[config.mk]
export PLATFORM = sky130hd
export DESIGN_NAME = process_image_param_access
export DESIGN_NICKNAME = d
export VERILOG_FILES = /design/src/pia_pkg.sv /design/src/pia_sync.sv /design/src/pia_param_mem.sv /design/src/process_image_param_access.sv
export SDC_FILE = /design/constraint.sdc
export NUM_CORES = 2
export LEC_CHECK = 0
export BUFFER_PORTS_ARGS = -buffer_cell sky130_fd_sc_hd__buf_2
export CORE_MARGIN = 1.5
export CORE_UTILIZATION = 50
export DETAILED_ROUTE_END_ITERATION = 10
export PLACE_DENSITY = 0.68
export SLEW_MARGIN = 20
export SYNTH_ARGS = -nofsm -noshare
export SYNTH_HDL_FRONTEND = slang
export SYNTH_SLANG_ARGS = --single-unit
[constraint.sdc]
create_clock -name clk -period 7.01 [get_ports clk]
set_input_delay 0.3505 -clock clk [delete_from_list [all_inputs] [get_ports clk]]
set_output_delay 0.3505 -clock clk [all_outputs]
set_load 0.01 [all_outputs]
[src/pia_pkg.sv]
// Summary of operation
// - user parameter writes are allowed only while the lock word holds 0x1235.
// - writing any other value to the lock word restores write protection.
// - lock word reads back the key when unlocked, zero when protected.
// - feature_select word 32 holds module-specific operating-mode bits.
// - command bit 7 set routes the data word to parameter access.
// - command bit 6 picks direction: 0 reads unchanged, 1 writes data word.
// - command bits 5..0 select one of 64 registers.
// - acknowledge sets bit 7 and echoes the accessed index in bits 5..0.
// - acknowledge byte is read-only; command byte can be read back.
// - acknowledge bit 6 always reads 0, also after writes.
// - data word ignored on reads; carries the value on writes.
// - read value returned as 16-bit word, high byte first.
// - word 8 returns the module type identifier.
// - some settings act only after the next power-up reset.
// - words 33..47 type-specific, 48..63 reserved for extensions.
// - every logical channel owns its own 64-word parameter area.
// - words 8..15 are fixed and can be read but never changed.
package pia_pkg;
    localparam int unsigned IDX_W        = 6;
    localparam int unsigned DATA_W       = 16;
    localparam int unsigned ACCESS_BIT   = 7;
    localparam int unsigned WRITE_BIT    = 6;
    localparam int unsigned ACK_BIT      = 7;
    localparam logic [15:0] UNLOCK_KEY   = 16'h1235;
    localparam logic [15:0] LOCKED_VALUE = 16'h0000;
    localparam logic [15:0] ZERO_WORD    = 16'h0000;
    localparam logic [7:0]  IDLE_CMD     = 8'h00;
    localparam logic [7:0]  IDLE_ACK     = 8'h00;
    localparam logic [5:0]  PROC_LAST    = 6'h07;
    localparam logic [5:0]  ROM_FIRST    = 6'h08;
    localparam logic [5:0]  ROM_LAST     = 6'h0F;
    localparam logic [5:0]  TYPE_ID_IDX  = 6'h08;
    localparam logic [5:0]  SW_VER_IDX   = 6'h09;
    localparam logic [5:0]  UNLOCK_IDX   = 6'h1F;
    localparam logic [5:0]  FEATURE_IDX  = 6'h20;

    typedef struct packed {
        logic [7:0]  cmd;
        logic [15:0] data;
    } out_image_t;

    typedef struct packed {
        logic [7:0]  ack;
        logic [15:0] data;
    } in_image_t;

    typedef enum logic [2:0] {
        ST_IDLE   = 3'h1,
        ST_READ   = 3'h2,
        ST_ANSWER = 3'h4
    } acc_state_t;
endpackage

[src/pia_sync.sv]
`timescale 1ns/100ps
// two-flop synchroniser plus one compare stage for a multi-bit image
module pia_sync #(
    parameter int unsigned W = 8
) (
    input  wire logic         clk,
    input  wire logic         nrst,
    input  wire logic [W-1:0] din,
    output logic      [W-1:0] dout,
    output logic              stable
);
    logic [W-1:0] s1_q;
    logic [W-1:0] s2_q;
    logic [W-1:0] s3_q;
    logic [W-1:0] s1_d;
    logic [W-1:0] s2_d;
    logic [W-1:0] s3_d;

    // bytes of the image may land on different edges, so act only on a value seen twice
    always_comb begin
        s1_d = din;
        s2_d = s1_q;
        s3_d = s2_q;
    end

    always_ff @(posedge clk or negedge nrst) begin
        if (!nrst) begin
            s1_q <= '0;
            s2_q <= '0;
            s3_q <= '0;
        end else begin
            s1_q <= s1_d;
            s2_q <= s2_d;
            s3_q <= s3_d;
        end
    end

    assign dout   = s3_q;
    assign stable = (s2_q == s3_q);
endmodule

[src/pia_param_mem.sv]
`timescale 1ns/100ps
// parameter word store, one write port, registered read port
module pia_param_mem #(
    parameter int unsigned AW = 8,
    parameter int unsigned DW = 16
) (
    input  wire logic          clk,
    input  wire logic          nrst,
    input  wire logic          we,
    input  wire logic [AW-1:0] waddr,
    input  wire logic [DW-1:0] wdata,
    input  wire logic [AW-1:0] raddr,
    output logic      [DW-1:0] rdata
);
    logic [DW-1:0] mem [2**AW];
    logic [DW-1:0] rdata_q;

    // array has no reset so it maps onto plain ram
    always_ff @(posedge clk) begin
        if (we) begin
            mem[waddr] <= wdata;
        end
    end

    always_ff @(posedge clk or negedge nrst) begin
        if (!nrst) begin
            rdata_q <= '0;
        end else begin
            rdata_q <= mem[raddr];
        end
    end

    assign rdata = rdata_q;
endmodule

[src/process_image_param_access.sv]
`timescale 1ns/100ps
// indirect parameter access behind the cyclic process image
module process_image_param_access #(
    parameter int unsigned CHAN_W     = 2,
    parameter int unsigned CHANNELS   = 1 << CHAN_W,
    parameter logic [15:0] TYPE_ID    = 16'h0001, // arbitrary value, set per product
    parameter logic [15:0] SW_VERSION = 16'h0101  // arbitrary value, set per product
) (
    input  wire logic                       clk,
    input  wire logic                       nrst,
    input  wire pia_pkg::out_image_t        out_image,
    input  wire logic [CHAN_W-1:0]          chan_sel,
    input  wire logic [15:0]                proc_in,
    input  wire logic [CHANNELS-1:0][15:0]  feature_boot,
    output pia_pkg::in_image_t              in_image,
    output logic      [7:0]                 cmd_readback,
    output logic      [15:0]                proc_out,
    output logic      [CHANNELS-1:0]        write_enabled,
    output logic      [CHANNELS-1:0][15:0]  feature_store,
    output logic      [CHANNELS-1:0][15:0]  feature_active
);
    localparam int unsigned IMG_W = CHAN_W + 24;
    localparam int unsigned MEM_AW = CHAN_W + pia_pkg::IDX_W;

    // synchronised image
    logic [IMG_W-1:0]       img_raw;
    logic                   img_stable;
    pia_pkg::out_image_t    img;
    logic [CHAN_W-1:0]      img_ch;
    logic [5:0]             img_idx;

    // access state
    pia_pkg::acc_state_t    st_q;
    pia_pkg::acc_state_t    st_d;
    pia_pkg::out_image_t    pend_q;
    pia_pkg::out_image_t    pend_d;
    logic [CHAN_W-1:0]      pch_q;
    logic [CHAN_W-1:0]      pch_d;
    logic [7:0]             last_q;
    logic [7:0]             last_d;
    pia_pkg::in_image_t     ans_q;
    pia_pkg::in_image_t     ans_d;
    logic [15:0]            pout_q;
    logic [15:0]            pout_d;
    logic [7:0]             rb_q;
    logic [7:0]             rb_d;
    logic                   boot_q;
    logic                   boot_d;

    // decode and datapath
    logic                   take;
    logic                   take_wr;
    logic                   wr_allowed;
    logic                   mem_we;
    logic                   wr_lock;
    logic                   wr_feat;
    logic [5:0]             pidx;
    logic [15:0]            mem_rdata;
    logic [15:0]            rd_val;
    logic [CHANNELS-1:0]    unl_vec;
    logic [15:0]            feat_vec [CHANNELS];

    // channel crosses with the command, so a channel change cannot split from it
    pia_sync #(
        .W      (IMG_W)
    ) u_sync (
        .clk    (clk),
        .nrst   (nrst),
        .din    ({chan_sel, out_image}),
        .dout   (img_raw),
        .stable (img_stable)
    );

    // split the synchronised word back into image and channel
    assign img     = img_raw[23:0];
    assign img_ch  = img_raw[IMG_W-1:24];
    assign img_idx = img.cmd[5:0];
    assign pidx    = pend_q.cmd[5:0];

    // per-channel area, indexed by channel then word
    pia_param_mem #(
        .AW    (MEM_AW),
        .DW    (pia_pkg::DATA_W)
    ) u_mem (
        .clk   (clk),
        .nrst  (nrst),
        .we    (mem_we),
        .waddr ({img_ch, img_idx}),
        .wdata (img.data),
        .raddr ({pch_q, pidx}),
        .rdata (mem_rdata)
    );

    // write decode: words 0..7 free, 8..15 fixed, lock word always, rest needs the key
    // a refused write is still taken, so it gets the same answer as any other
    always_comb begin
        take_wr    = take && img.cmd[pia_pkg::WRITE_BIT];
        wr_allowed = 1'h0;
        if (img_idx <= pia_pkg::PROC_LAST) begin
            wr_allowed = 1'h1;
        end else if (img_idx >= pia_pkg::ROM_FIRST && img_idx <= pia_pkg::ROM_LAST) begin
            wr_allowed = 1'h0;
        end else if (img_idx == pia_pkg::UNLOCK_IDX) begin
            wr_allowed = 1'h1;
        end else begin
            wr_allowed = unl_vec[img_ch];
        end
        wr_lock = take_wr && (img_idx == pia_pkg::UNLOCK_IDX);
        wr_feat = take_wr && wr_allowed && (img_idx == pia_pkg::FEATURE_IDX);
        // words 0..7 and 16..63 apart from lock and feature live in ram
        mem_we  = take_wr && wr_allowed && !wr_lock
                  && (img_idx != pia_pkg::FEATURE_IDX);
    end

    // lock word and feature word per channel
    generate
        for (genvar g = 0; g < CHANNELS; g++) begin : g_chan
            logic        unl_q;
            logic        unl_d;
            logic [15:0] feat_q;
            logic [15:0] feat_d;
            logic [15:0] act_q;
            logic [15:0] act_d;

            // only the stored form of the feature word changes on write; the active copy
            // is taken once after reset, since modes cannot switch safely while running
            always_comb begin
                unl_d  = unl_q;
                feat_d = feat_q;
                act_d  = act_q;
                if (!boot_q) begin
                    feat_d = feature_boot[g];
                    act_d  = feature_boot[g];
                end else begin
                    if (wr_lock && img_ch == CHAN_W'(g)) begin
                        unl_d = (img.data == pia_pkg::UNLOCK_KEY);
                    end
                    if (wr_feat && img_ch == CHAN_W'(g)) begin
                        feat_d = img.data;
                    end
                end
            end

            // lock starts closed after every reset, so a power cycle always relocks
            always_ff @(posedge clk or negedge nrst) begin
                if (!nrst) begin
                    unl_q  <= 1'h0;
                    feat_q <= pia_pkg::ZERO_WORD;
                    act_q  <= pia_pkg::ZERO_WORD;
                end else begin
                    unl_q  <= unl_d;
                    feat_q <= feat_d;
                    act_q  <= act_d;
                end
            end

            assign unl_vec[g]        = unl_q;
            assign feat_vec[g]       = feat_q;
            assign feature_store[g]  = feat_q;
            assign feature_active[g] = act_q;
        end
    endgenerate

    // read value of the pending word
    // words 10..15 hold nothing in this block and read as zero
    always_comb begin
        rd_val = mem_rdata;
        if (pidx == pia_pkg::TYPE_ID_IDX) begin
            rd_val = TYPE_ID;
        end else if (pidx == pia_pkg::SW_VER_IDX) begin
            rd_val = SW_VERSION;
        end else if (pidx >= pia_pkg::ROM_FIRST && pidx <= pia_pkg::ROM_LAST) begin
            rd_val = pia_pkg::ZERO_WORD;
        end else if (pidx == pia_pkg::UNLOCK_IDX) begin
            rd_val = unl_vec[pch_q] ? pia_pkg::UNLOCK_KEY : pia_pkg::LOCKED_VALUE;
        end else if (pidx == pia_pkg::FEATURE_IDX) begin
            rd_val = feat_vec[pch_q];
        end
    end

    // access sequencer: take, read back (after any write), answer
    always_comb begin
        st_d   = st_q;
        pend_d = pend_q;
        pch_d  = pch_q;
        last_d = last_q;
        ans_d  = ans_q;
        pout_d = pout_q;
        rb_d   = rb_q;
        boot_d = 1'h1;
        take   = 1'h0;
        if (img_stable) begin
            rb_d = img.cmd;
        end
        case (st_q)
            pia_pkg::ST_IDLE: begin
                if (img_stable && !img.cmd[pia_pkg::ACCESS_BIT]) begin
                    // process data mode: word flows straight through
                    last_d     = img.cmd;
                    pout_d     = img.data;
                    ans_d.ack  = pia_pkg::IDLE_ACK;
                    ans_d.data = proc_in;
                end else if (img_stable && img.cmd != last_q) begin
                    take   = 1'h1;
                    last_d = img.cmd;
                    pend_d = img;
                    pch_d  = img_ch;
                    st_d   = pia_pkg::ST_READ;
                end
            end
            pia_pkg::ST_READ: begin
                // ram read port shows a write made at the take edge one cycle later
                st_d = pia_pkg::ST_ANSWER;
            end
            pia_pkg::ST_ANSWER: begin
                // read-back value goes out, so a refused write shows the old word
                ans_d.ack  = {1'h1, 1'h0, pidx};
                ans_d.data = rd_val;
                st_d       = pia_pkg::ST_IDLE;
            end
            default: begin
                st_d = pia_pkg::ST_IDLE;
            end
        endcase
    end

    always_ff @(posedge clk or negedge nrst) begin
        if (!nrst) begin
            st_q   <= pia_pkg::ST_IDLE;
            pend_q <= '0;
            pch_q  <= '0;
            last_q <= pia_pkg::IDLE_CMD;
            ans_q  <= '0;
            pout_q <= pia_pkg::ZERO_WORD;
            rb_q   <= pia_pkg::IDLE_CMD;
            boot_q <= 1'h0;
        end else begin
            st_q   <= st_d;
            pend_q <= pend_d;
            pch_q  <= pch_d;
            last_q <= last_d;
            ans_q  <= ans_d;
            pout_q <= pout_d;
            rb_q   <= rb_d;
            boot_q <= boot_d;
        end
    end

    // every output leaves straight from a register
    assign in_image      = ans_q;
    assign cmd_readback  = rb_q;
    assign proc_out      = pout_q;
    assign write_enabled = unl_vec;

    // checks: answer shape and timing
    a_ack_flag_set: assert property (@(posedge clk) disable iff (!nrst)
        st_q == pia_pkg::ST_ANSWER |=> in_image.ack[7] && in_image.ack[5:0] == $past(pidx))
        else $error("acknowledge flag or index wrong");

    a_ack_bit_six: assert property (@(posedge clk) disable iff (!nrst)
        in_image.ack[6] == 1'h0)
        else $error("acknowledge bit 6 set");

    a_answer_delay: assert property (@(posedge clk) disable iff (!nrst)
        take |=> !take ##1 (st_q == pia_pkg::ST_ANSWER) ##1 in_image.ack[7])
        else $error("answer not three cycles after take");

    a_answer_hold: assert property (@(posedge clk) disable iff (!nrst)
        st_q == pia_pkg::ST_IDLE && !take && last_q[7] && $past(st_q) == pia_pkg::ST_IDLE
        && !(img_stable && !img.cmd[pia_pkg::ACCESS_BIT]) // idle command ends the hold
        |=> $stable(in_image))
        else $error("answer changed without new command");

    // checks: lock, protection and storage
    a_lock_follows: assert property (@(posedge clk) disable iff (!nrst)
        wr_lock && boot_q |=> unl_vec[$past(img_ch)] == ($past(img.data) == pia_pkg::UNLOCK_KEY))
        else $error("lock state does not follow written key");

    a_locked_read_zero: assert property (@(posedge clk) disable iff (!nrst)
        st_q == pia_pkg::ST_ANSWER && pidx == pia_pkg::UNLOCK_IDX
        |=> in_image.data == ($past(unl_vec[pch_q]) ? pia_pkg::UNLOCK_KEY : 16'h0000))
        else $error("lock word read value wrong");

    a_rom_no_write: assert property (@(posedge clk) disable iff (!nrst)
        mem_we |-> !(img_idx >= pia_pkg::ROM_FIRST && img_idx <= pia_pkg::ROM_LAST))
        else $error("write reached fixed area");

    a_protect_hold: assert property (@(posedge clk) disable iff (!nrst)
        (mem_we || wr_feat) && img_idx > pia_pkg::ROM_LAST |-> unl_vec[img_ch])
        else $error("protected word written while locked");

    a_read_no_store: assert property (@(posedge clk) disable iff (!nrst)
        take && !img.cmd[6] |-> !mem_we && !wr_lock && !wr_feat)
        else $error("read command changed storage");

    a_active_frozen: assert property (@(posedge clk) disable iff (!nrst)
        boot_q |=> $stable(feature_active))
        else $error("active feature word changed while running");

    a_relock_key: assert property (@(posedge clk) disable iff (!nrst)
        wr_lock && boot_q && img.data != pia_pkg::UNLOCK_KEY
        |=> !unl_vec[$past(img_ch)])
        else $error("lock stayed open after a wrong key");

    a_lock_own_chan: assert property (@(posedge clk) disable iff (!nrst)
        wr_lock && boot_q
        |=> ((unl_vec ^ $past(unl_vec)) & ~(CHANNELS'(1) << $past(img_ch))) == '0)
        else $error("lock write reached another channel");

    a_feature_write: assert property (@(posedge clk) disable iff (!nrst)
        wr_feat && boot_q |=> feature_store[$past(img_ch)] == $past(img.data))
        else $error("feature word not stored");

    // checks: pass-through, read back and boot load
    a_type_id_word: assert property (@(posedge clk) disable iff (!nrst)
        st_q == pia_pkg::ST_ANSWER && pidx == pia_pkg::TYPE_ID_IDX
        |=> in_image.data == TYPE_ID)
        else $error("type identifier read wrong");

    a_process_pass: assert property (@(posedge clk) disable iff (!nrst)
        st_q == pia_pkg::ST_IDLE && img_stable && !img.cmd[pia_pkg::ACCESS_BIT]
        |=> proc_out == $past(img.data) && in_image.ack == pia_pkg::IDLE_ACK
            && in_image.data == $past(proc_in))
        else $error("process word not passed through");

    a_readback_copy: assert property (@(posedge clk) disable iff (!nrst)
        img_stable |=> cmd_readback == $past(img.cmd))
        else $error("command byte read back wrong");

    a_repeat_ignored: assert property (@(posedge clk) disable iff (!nrst)
        img_stable && img.cmd == last_q |-> !take)
        else $error("repeated command executed again");

    a_boot_load: assert property (@(posedge clk) disable iff (!nrst)
        !boot_q |=> feature_active == $past(feature_boot)
            && feature_store == $past(feature_boot))
        else $error("feature words not loaded after reset");

    // scenarios worth seeing in a run
    c_write_taken: cover property (@(posedge clk) disable iff (!nrst) take_wr && mem_we);
    c_unlock_seen: cover property (@(posedge clk) disable iff (!nrst)
        wr_lock && img.data == pia_pkg::UNLOCK_KEY);
    c_locked_write: cover property (@(posedge clk) disable iff (!nrst)
        take_wr && !wr_allowed);
    c_type_read: cover property (@(posedge clk) disable iff (!nrst)
        st_q == pia_pkg::ST_ANSWER && pidx == pia_pkg::TYPE_ID_IDX);
    c_process_mode: cover property (@(posedge clk) disable iff (!nrst)
        st_q == pia_pkg::ST_IDLE && img_stable && !img.cmd[pia_pkg::ACCESS_BIT]);
endmodule

======== After elaboration in Yosys (flattened, before gate mapping) ========
Memory sizes are Yosys's and may differ from the RTL's. A register that Yosys moved wholly into a read port is not among the register bits.
Index checks and enable logic that the tools add are counted.
cells by class
  bitwise operators ....................... 2
  reduce and logical (&&, ||, !) cells .... 33
  equality and inequality tests ........... 23
  $lt $le $gt $ge ......................... 8
  muxes and demuxes ....................... 36
operators with widths
  cell                    count
  $mux W16                15
  $pmux W24 S2            1
  $bmux W16 S2            1
  $eq A26 B26 Y1          1
  $mux W24                1
  $logic_and A1 B1 Y1     18
  $eq A16 B13 Y1 const B  1
  $mux W8                 2
  $reduce_and A2 Y1       8
  $mux W13                1
  $eq A6 B4 Y1 const B    2
  $eq A6 B5 Y1 const B    2
  $eq A6 B6 Y1 const B    2
  $ge A6 B4 Y1 const B    2
  $le A6 B4 Y1 const B    2
  $mux W1                 10
  $ne A2 B1 Y1 const B    4
  $ne A8 B8 Y1            1
  $le A6 B3 Y1 const B    1
  $lt A2 B3 Y1 const B    2
  $mux W3                 2
  $ne A2 B2 Y1 const B    3
  $ne A6 B6 Y1 const B    1
  $pmux W3 S2             1
  other kinds (13)        18
word-level totals
  memories kept ........................... 1
  bits in writable memories ............... 4096
  input port bits ......................... 108
  output and inout port bits .............. 180
  flip-flop bits (word level) ............. 278
  word-level logic and storage cells ...... 127
memory list
  memory     depth  bits a word  read ports  clocked after Yosys merged registers in  write ports  line                 text
  u_mem.mem  256    16           1           1                                        1            pia_param_mem.sv:15  logic [DW-1:0] mem [2**AW];

======== Longest topological paths before layout ========
  word-level depth ........................ 12
  mapped depth ............................ 12

======== By module ========
A second synthesis with hierarchy kept.
unflattened totals
  cells, all modules ...................... 8329
  area, all modules ....................... 170657.4 um2
by module, submodules not included
  module                      instances  seq. area each (um2)  cells an instance  area an instance (um2)
  pia_param_mem               1          123398.3              7360               158796.0
  process_image_param_access  1          4981.0                856                9621.7
  pia_sync                    1          1951.9                113                2239.6

======== Worst setup path after synthesis ========
Ideal clock, no wire load.
  kind .................................... register to register
  from .................................... register u_sync.s3_q[15] (netlist: u_sync.dout[15])
  to ...................................... memory u_mem.mem[241][0] (enable)
  library setup time ...................... 0.409 ns
  buffers on the path ..................... 3
  cell stages (with the launch flop) ...... 10
  arrival time ............................ 6.302 ns
  period minus slack after synthesis ...... 6.711 ns
  setup slack ............................. 0.299 ns
  path through ............................ dfrtp_1 clkbuf_2 xor2_1 nor4_1 and4_1 and4_1 buf_4 nand4_4 buf_1 nor3_1
between the ends
  longest elaborated chain between the ends .. 12
  elaborated cells between the ends (all ways) .. 14
  classes of those cells .................. 1 x eq/ne; 5 x mux; 8 x reduce/logical
RTL lines
  what                             line                               text
  start: declaration               pia_sync.sv:14                     logic [W-1:0] s3_q;
  start signal: assignment         pia_sync.sv:30                     s3_q <= '0;
  start signal: assignment         pia_sync.sv:34                     s3_q <= s3_d;
  $eq A26 B26 Y1 *                 pia_sync.sv:39                     assign stable = (s2_q == s3_q);
  $logic_and A1 B1 Y1              process_image_param_access.sv:203  end else if (img_stable && img.cmd != last_q) begin
  $mux W1                          process_image_param_access.sv:203
  $mux W1 *                        process_image_param_access.sv:197  if (img_stable && !img.cmd[pia_pkg::ACCESS_BIT]) begin
  $mux W1 *                        process_image_param_access.sv:195  case (st_q)
  $logic_and A1 B1 Y1 *            process_image_param_access.sv:97   take_wr = take && img.cmd[pia_pkg::WRITE_BIT];
  $logic_and A1 B1 Y1              process_image_param_access.sv:108  wr_lock = take_wr && (img_idx == pia_pkg::UNLOCK_IDX);
  $logic_not A1 Y1                 process_image_param_access.sv:111  mem_we = take_wr && wr_allowed && !wr_lock
  $logic_and A1 B1 Y1 *            process_image_param_access.sv:111
  $logic_and A1 B1 Y1 *            process_image_param_access.sv:112  && (img_idx != pia_pkg::FEATURE_IDX);
  $mux W1 *                        pia_param_mem.sv:20                if (we) begin
  $mux W1 (not written as such) *  pia_param_mem.sv:21                mem[waddr] <= wdata;
  end: declaration                 pia_param_mem.sv:15
Every way passes the cells marked *; elsewhere a longest branch is shown, timed or not.

======== Final worst setup path ========
  from .................................... register u_sync.s3_q[12] (netlist: u_sync.dout[12])
  to ...................................... memory u_mem.mem[112][12] (enable)
The elaborated chain is that of the path after synthesis.

==> run summary <==
After legalization and detailed placement, the total HPWL measured 319000 um. The mapped netlist covers 0.1697 mm^2. The multi-input combinational cells in the finished layout cover a total of 0.04022 mm^2. In this run the critical register-to-register path is captured at u_mem.mem[112][12]$_DFFE_PP_. The H-tree was split into 5 levels.

The area of the die is 0.3429 mm^2, and the final critical path time including I/O delays and setup is 5.341 ns. For this run, the slowest stage of the critical path takes 1.09 ns. Most frequent cell on the critical path: sky130_fd_sc_hd__buf_4. The worst endpoint required time is 7.70 ns, and the count of TritonRoute iterations in the first routing pass is 6.

The critical path startpoint is u_sync.dout[12]$_DFF_PN0_. The die is 585.6 um wide. The run gives 187.2 MHz as the highest clock rate. Summing all flip-flop and latch instances after layout gives 0.1304 mm^2.

The signal arrival time at the worst endpoint came out at 6.03 ns. The number of primary I/O pins was 288; the maximum fanout count along the critical path was 73. After detailed routing, the number of remaining DRC violations is 0. The startpoint identified for the worst register-to-register timing path is u_sync.dout[12]$_DFF_PN0_. Entering global routing, the biggest net connects 194 pins. The number of clock sinks was 4389; the reg-to-reg setup timing slack was 1.67 ns. Counting flops with a built-in enable in the synthesized netlist gives 4096. The run gives 90150 as the via count of the first global-routing pass. The count of final max-slew check failures is 0. The initial core utilization was 0.5034. The flow ran to the end, and the final reports show no timing, DRC or antenna violations. CTS clock-pin slew for the worst setup and hold paths: 0.06 ns. Summing over every cut layer, the via total after detailed routing is 92810. Setup violations remaining at the end of the flow were counted as 0. In the final timing run, aggregate negative setup slack is 0 ns.

The sequential-to-total area share from yosys stat came out at 0.7680. Fill cells in the final layout number 23960. The start-to-end type of the worst setup path is register to register. In the routed layout, each cell is associated on average with a via count of 6.470. Leakage power total: 63.51 nW. At the later pin of the worst-skew pair, clock insertion delay measures 1.02 ns. Setup repair after global routing left no endpoint under its margin. At the end of routability-driven placement, the weighted congestion stood at 0.9363. After detailed routing, the average wire length per cell comes to 36.07 um. The startpoint type of the worst setup path is a register.

For the total global routing track utilization, the log shows 0.3003. The number of unique standard cell types used by synthesis is 85. The worst setup skew after layout was 0.1043 ns; the count of routing violations after the opening detailed-route iteration was 14860.

The tree is rooted in a sky130_fd_sc_hd__clkbuf_16. TritonCTS built the clock tree. The power density of the placed cells is 273.1 mW/mm^2. After the last flow step, the layout net total stands at 9544. After synthesis, the mean cell area works out to 21.13 um^2.

Synthesis produced a netlist whose cell count is 8032. The slowest stage of the critical path is the sky130_fd_sc_hd__dfrtp_4 cell. The tools report the total number of yosys warnings as 0.

The worst register-to-register path has a depth of 8. Global-route wire length before repair: 712800 um. The floorplan step set the die height to 585.6 um. The number of max-capacitance violations reported is 0.

Wires add up to 517500 um. The final critical-path share of the clock period works out to 0.7619. In this run the worst setup path terminates at u_mem.mem[112][12]$_DFFE_PP_. The share of async-settable or async-resettable flops after synthesis is 0.06676.

The tools report the number of antenna violations at the first check in global routing as 30. Once detail routing completed, the nets flagged for antenna violations numbered 0. Hold timing on the final database bottoms out at a slack of 0.1175 ns. TritonCTS created 429 clock buffers. The tools report the nature of the critical path endpoint as a register. Relative to the synthesized area, the layout overhead comes to 16.22%. The share of layout cells above drive strength 1 came out at 0.2841. Register bit total from synthesis: 4389. The path class of the lowest-slack min-delay path is input pin to register. The tools report the maximum ir drop on the vdd rail as 252.9 uV.

The residual overflow from global routing came out at 0. The transition time at the pin with the least slew margin was 1.271 ns. The clock passes through at most 4 buffers. For the number of endpoints with negative hold slack in the final report, the log shows 0. Number of I/O port buffers: 286. Prevailing post-synth register cell: sky130_fd_sc_hd__edfxtp_1. The critical path goes through xor2_1 -> nor4_1 -> and4_1 -> and4_2 -> nand4_4 -> buf_4 -> nor3_2 -> buf_4. The floorplan step defined a core boundary enclosing 0.3371 mm^2.

The worst max-slew margin expressed relative to the limit came out at 0.1524. The initialized floorplan defines 213 standard-cell rows.
placed cells by master (no fill, tap or decap), types with 87 or more instances in the layout:
cell type                          n
sky130_fd_sc_hd__edfxtp_1       4096
sky130_fd_sc_hd__mux4_2          985
sky130_fd_sc_hd__conb_1          642
sky130_fd_sc_hd__clkbuf_16       435
sky130_fd_sc_hd__buf_4           423
sky130_fd_sc_hd__nand2_1         333
sky130_fd_sc_hd__buf_2           285
sky130_fd_sc_hd__dfrtp_1         267
sky130_fd_sc_hd__mux2i_1         266
sky130_fd_sc_hd__nor3_2          216
sky130_fd_sc_hd__a22oi_1         153
sky130_fd_sc_hd__dlygate4sd3_1   133
sky130_fd_sc_hd__mux2_2          105
sky130_fd_sc_hd__nand4_1         100
sky130_fd_sc_hd__nor2_1           98
sky130_fd_sc_hd__clkinv_1         93
sky130_fd_sc_hd__a31oi_1          87
timing repair:
action	4_1_cts	5_1_grt
endpoints found under the hold margin	257	0
setup buffers	0	0
hold buffers	134	0
gates resized for setup	0	0
setup endpoints to repair	0	0
metrics by stage:
| step | setup slack, ns | cell area [um^2] | std cells | util | total power [mW] |
|---|---|---|---|---|---|
| 3_5_place_dp | 1.722 | 181500 | 13390 | 0.5384 | 30.94 |
| 3_3_place_gp | 1.794 | 181400 | 13380 | 0.5382 | 30.88 |
| 6_report | 1.669 | 197200 | 14350 | 0.5850 | 53.87 |
| 2_1_floorplan | 0.2987 | 172100 | 8672 | - | 30.28 |
| 4_1_cts | 1.665 | 197100 | 14320 | 0.5846 | 53.98 |
| 5_1_grt | 1.525 | 197200 | 14320 | 0.5848 | 55.07 |
power breakdown:
part | leakage [nW] | internal (mW) | switching [mW]
sequential | 40.8 | 29.0 | 0.267
clock | 6.94 | 13.4 | 9.98
combinational | 15.8 | 0.320 | 0.897
cell families after synthesis:
group	count (synthesis)	share of synthesized area
other cells	2	0.00004425
mux	1357	0.1534
xor+xnor	34	0.001755
compound gates	751	0.03189
simple gates	950	0.02693
flops	4389	0.7680
buf+inv	549	0.01795
critical path, delay by kind of cell (launching register included):
family                 cells  cell delay, ns
flip-flops                 1            1.09
buffers and inverters      2            0.90
AND/OR/NAND/NOR            5            2.73
XOR/XNOR                   1            0.19
cells in the mapped netlist, drive strengths merged (104+ instances only):
cell / n / area [um^2]
edfxtp: 4096 / 123000
mux4: 985 / 22180
nand2: 339 / 1275
buf: 330 / 2221
dfrtp: 292 / 7307
mux2i: 266 / 2663
nor3: 236 / 1191
clkbuf: 212 / 798.3
a22oi: 153 / 1149
nor2: 110 / 412.9
mux2: 106 / 1194
nand4: 104 / 693.2
sequential cells by signal (all words and copies together), names as in the netlist:
name,flops
cmd_readback,8
u_sync.dout,26
u_mem.rdata,16
g_chan.act_q,64
in_image,23
u_sync.s2_q,26
st_q,3
u_mem.mem,4096
pch_q,2
last_q,8
u_sync.s1_q,26
pend_q,6
proc_out,16
boot_q,1
g_chan.feat_q,64
g_chan.unl_q,4
how the worst min path moves through the flow:
stage / start / to / slack, ns / cells after the start
after floorplan: nrst / boot_q$_DFF_PN0_ / 0.05 / 0
after global placement: u_sync.s1_q[20]$_DFF_PN0_ / u_sync.s2_q[20]$_DFF_PN0_ / 0.34 / 0
after detailed placement: u_sync.s1_q[0]$_DFF_PN0_ / u_sync.s2_q[0]$_DFF_PN0_ / 0.34 / 0
after CTS: out_image[20] / u_sync.s1_q[20]$_DFF_PN0_ / 0.04 / 2
after global routing: out_image[20] / u_sync.s1_q[20]$_DFF_PN0_ / 0.11 / 2
final: out_image[20] / u_sync.s1_q[20]$_DFF_PN0_ / 0.12 / 2
metal layers:
layer	vias to the layer above	share of wire	global-route usage
met1	48700	0.35	0.4015
met5	-	0.00049	0
met3	1169	0.13	0.08432
met2	6974	0.45	0.4522
met4	18	0.061	0.1584
li1	35950	-	-
area by class of cell:
class                      count  area share
sequential                  4389      0.6613
multi-input combinational   3734      0.2039
timing repair buffer         875     0.03346
inverter                       7   0.0002093
tap                         4515     0.02864
clock buffer                 522     0.05735
antenna                       30   0.0003806
clock inverter               274     0.01480
No activity file was read; power rests on OpenSTA's default activity.
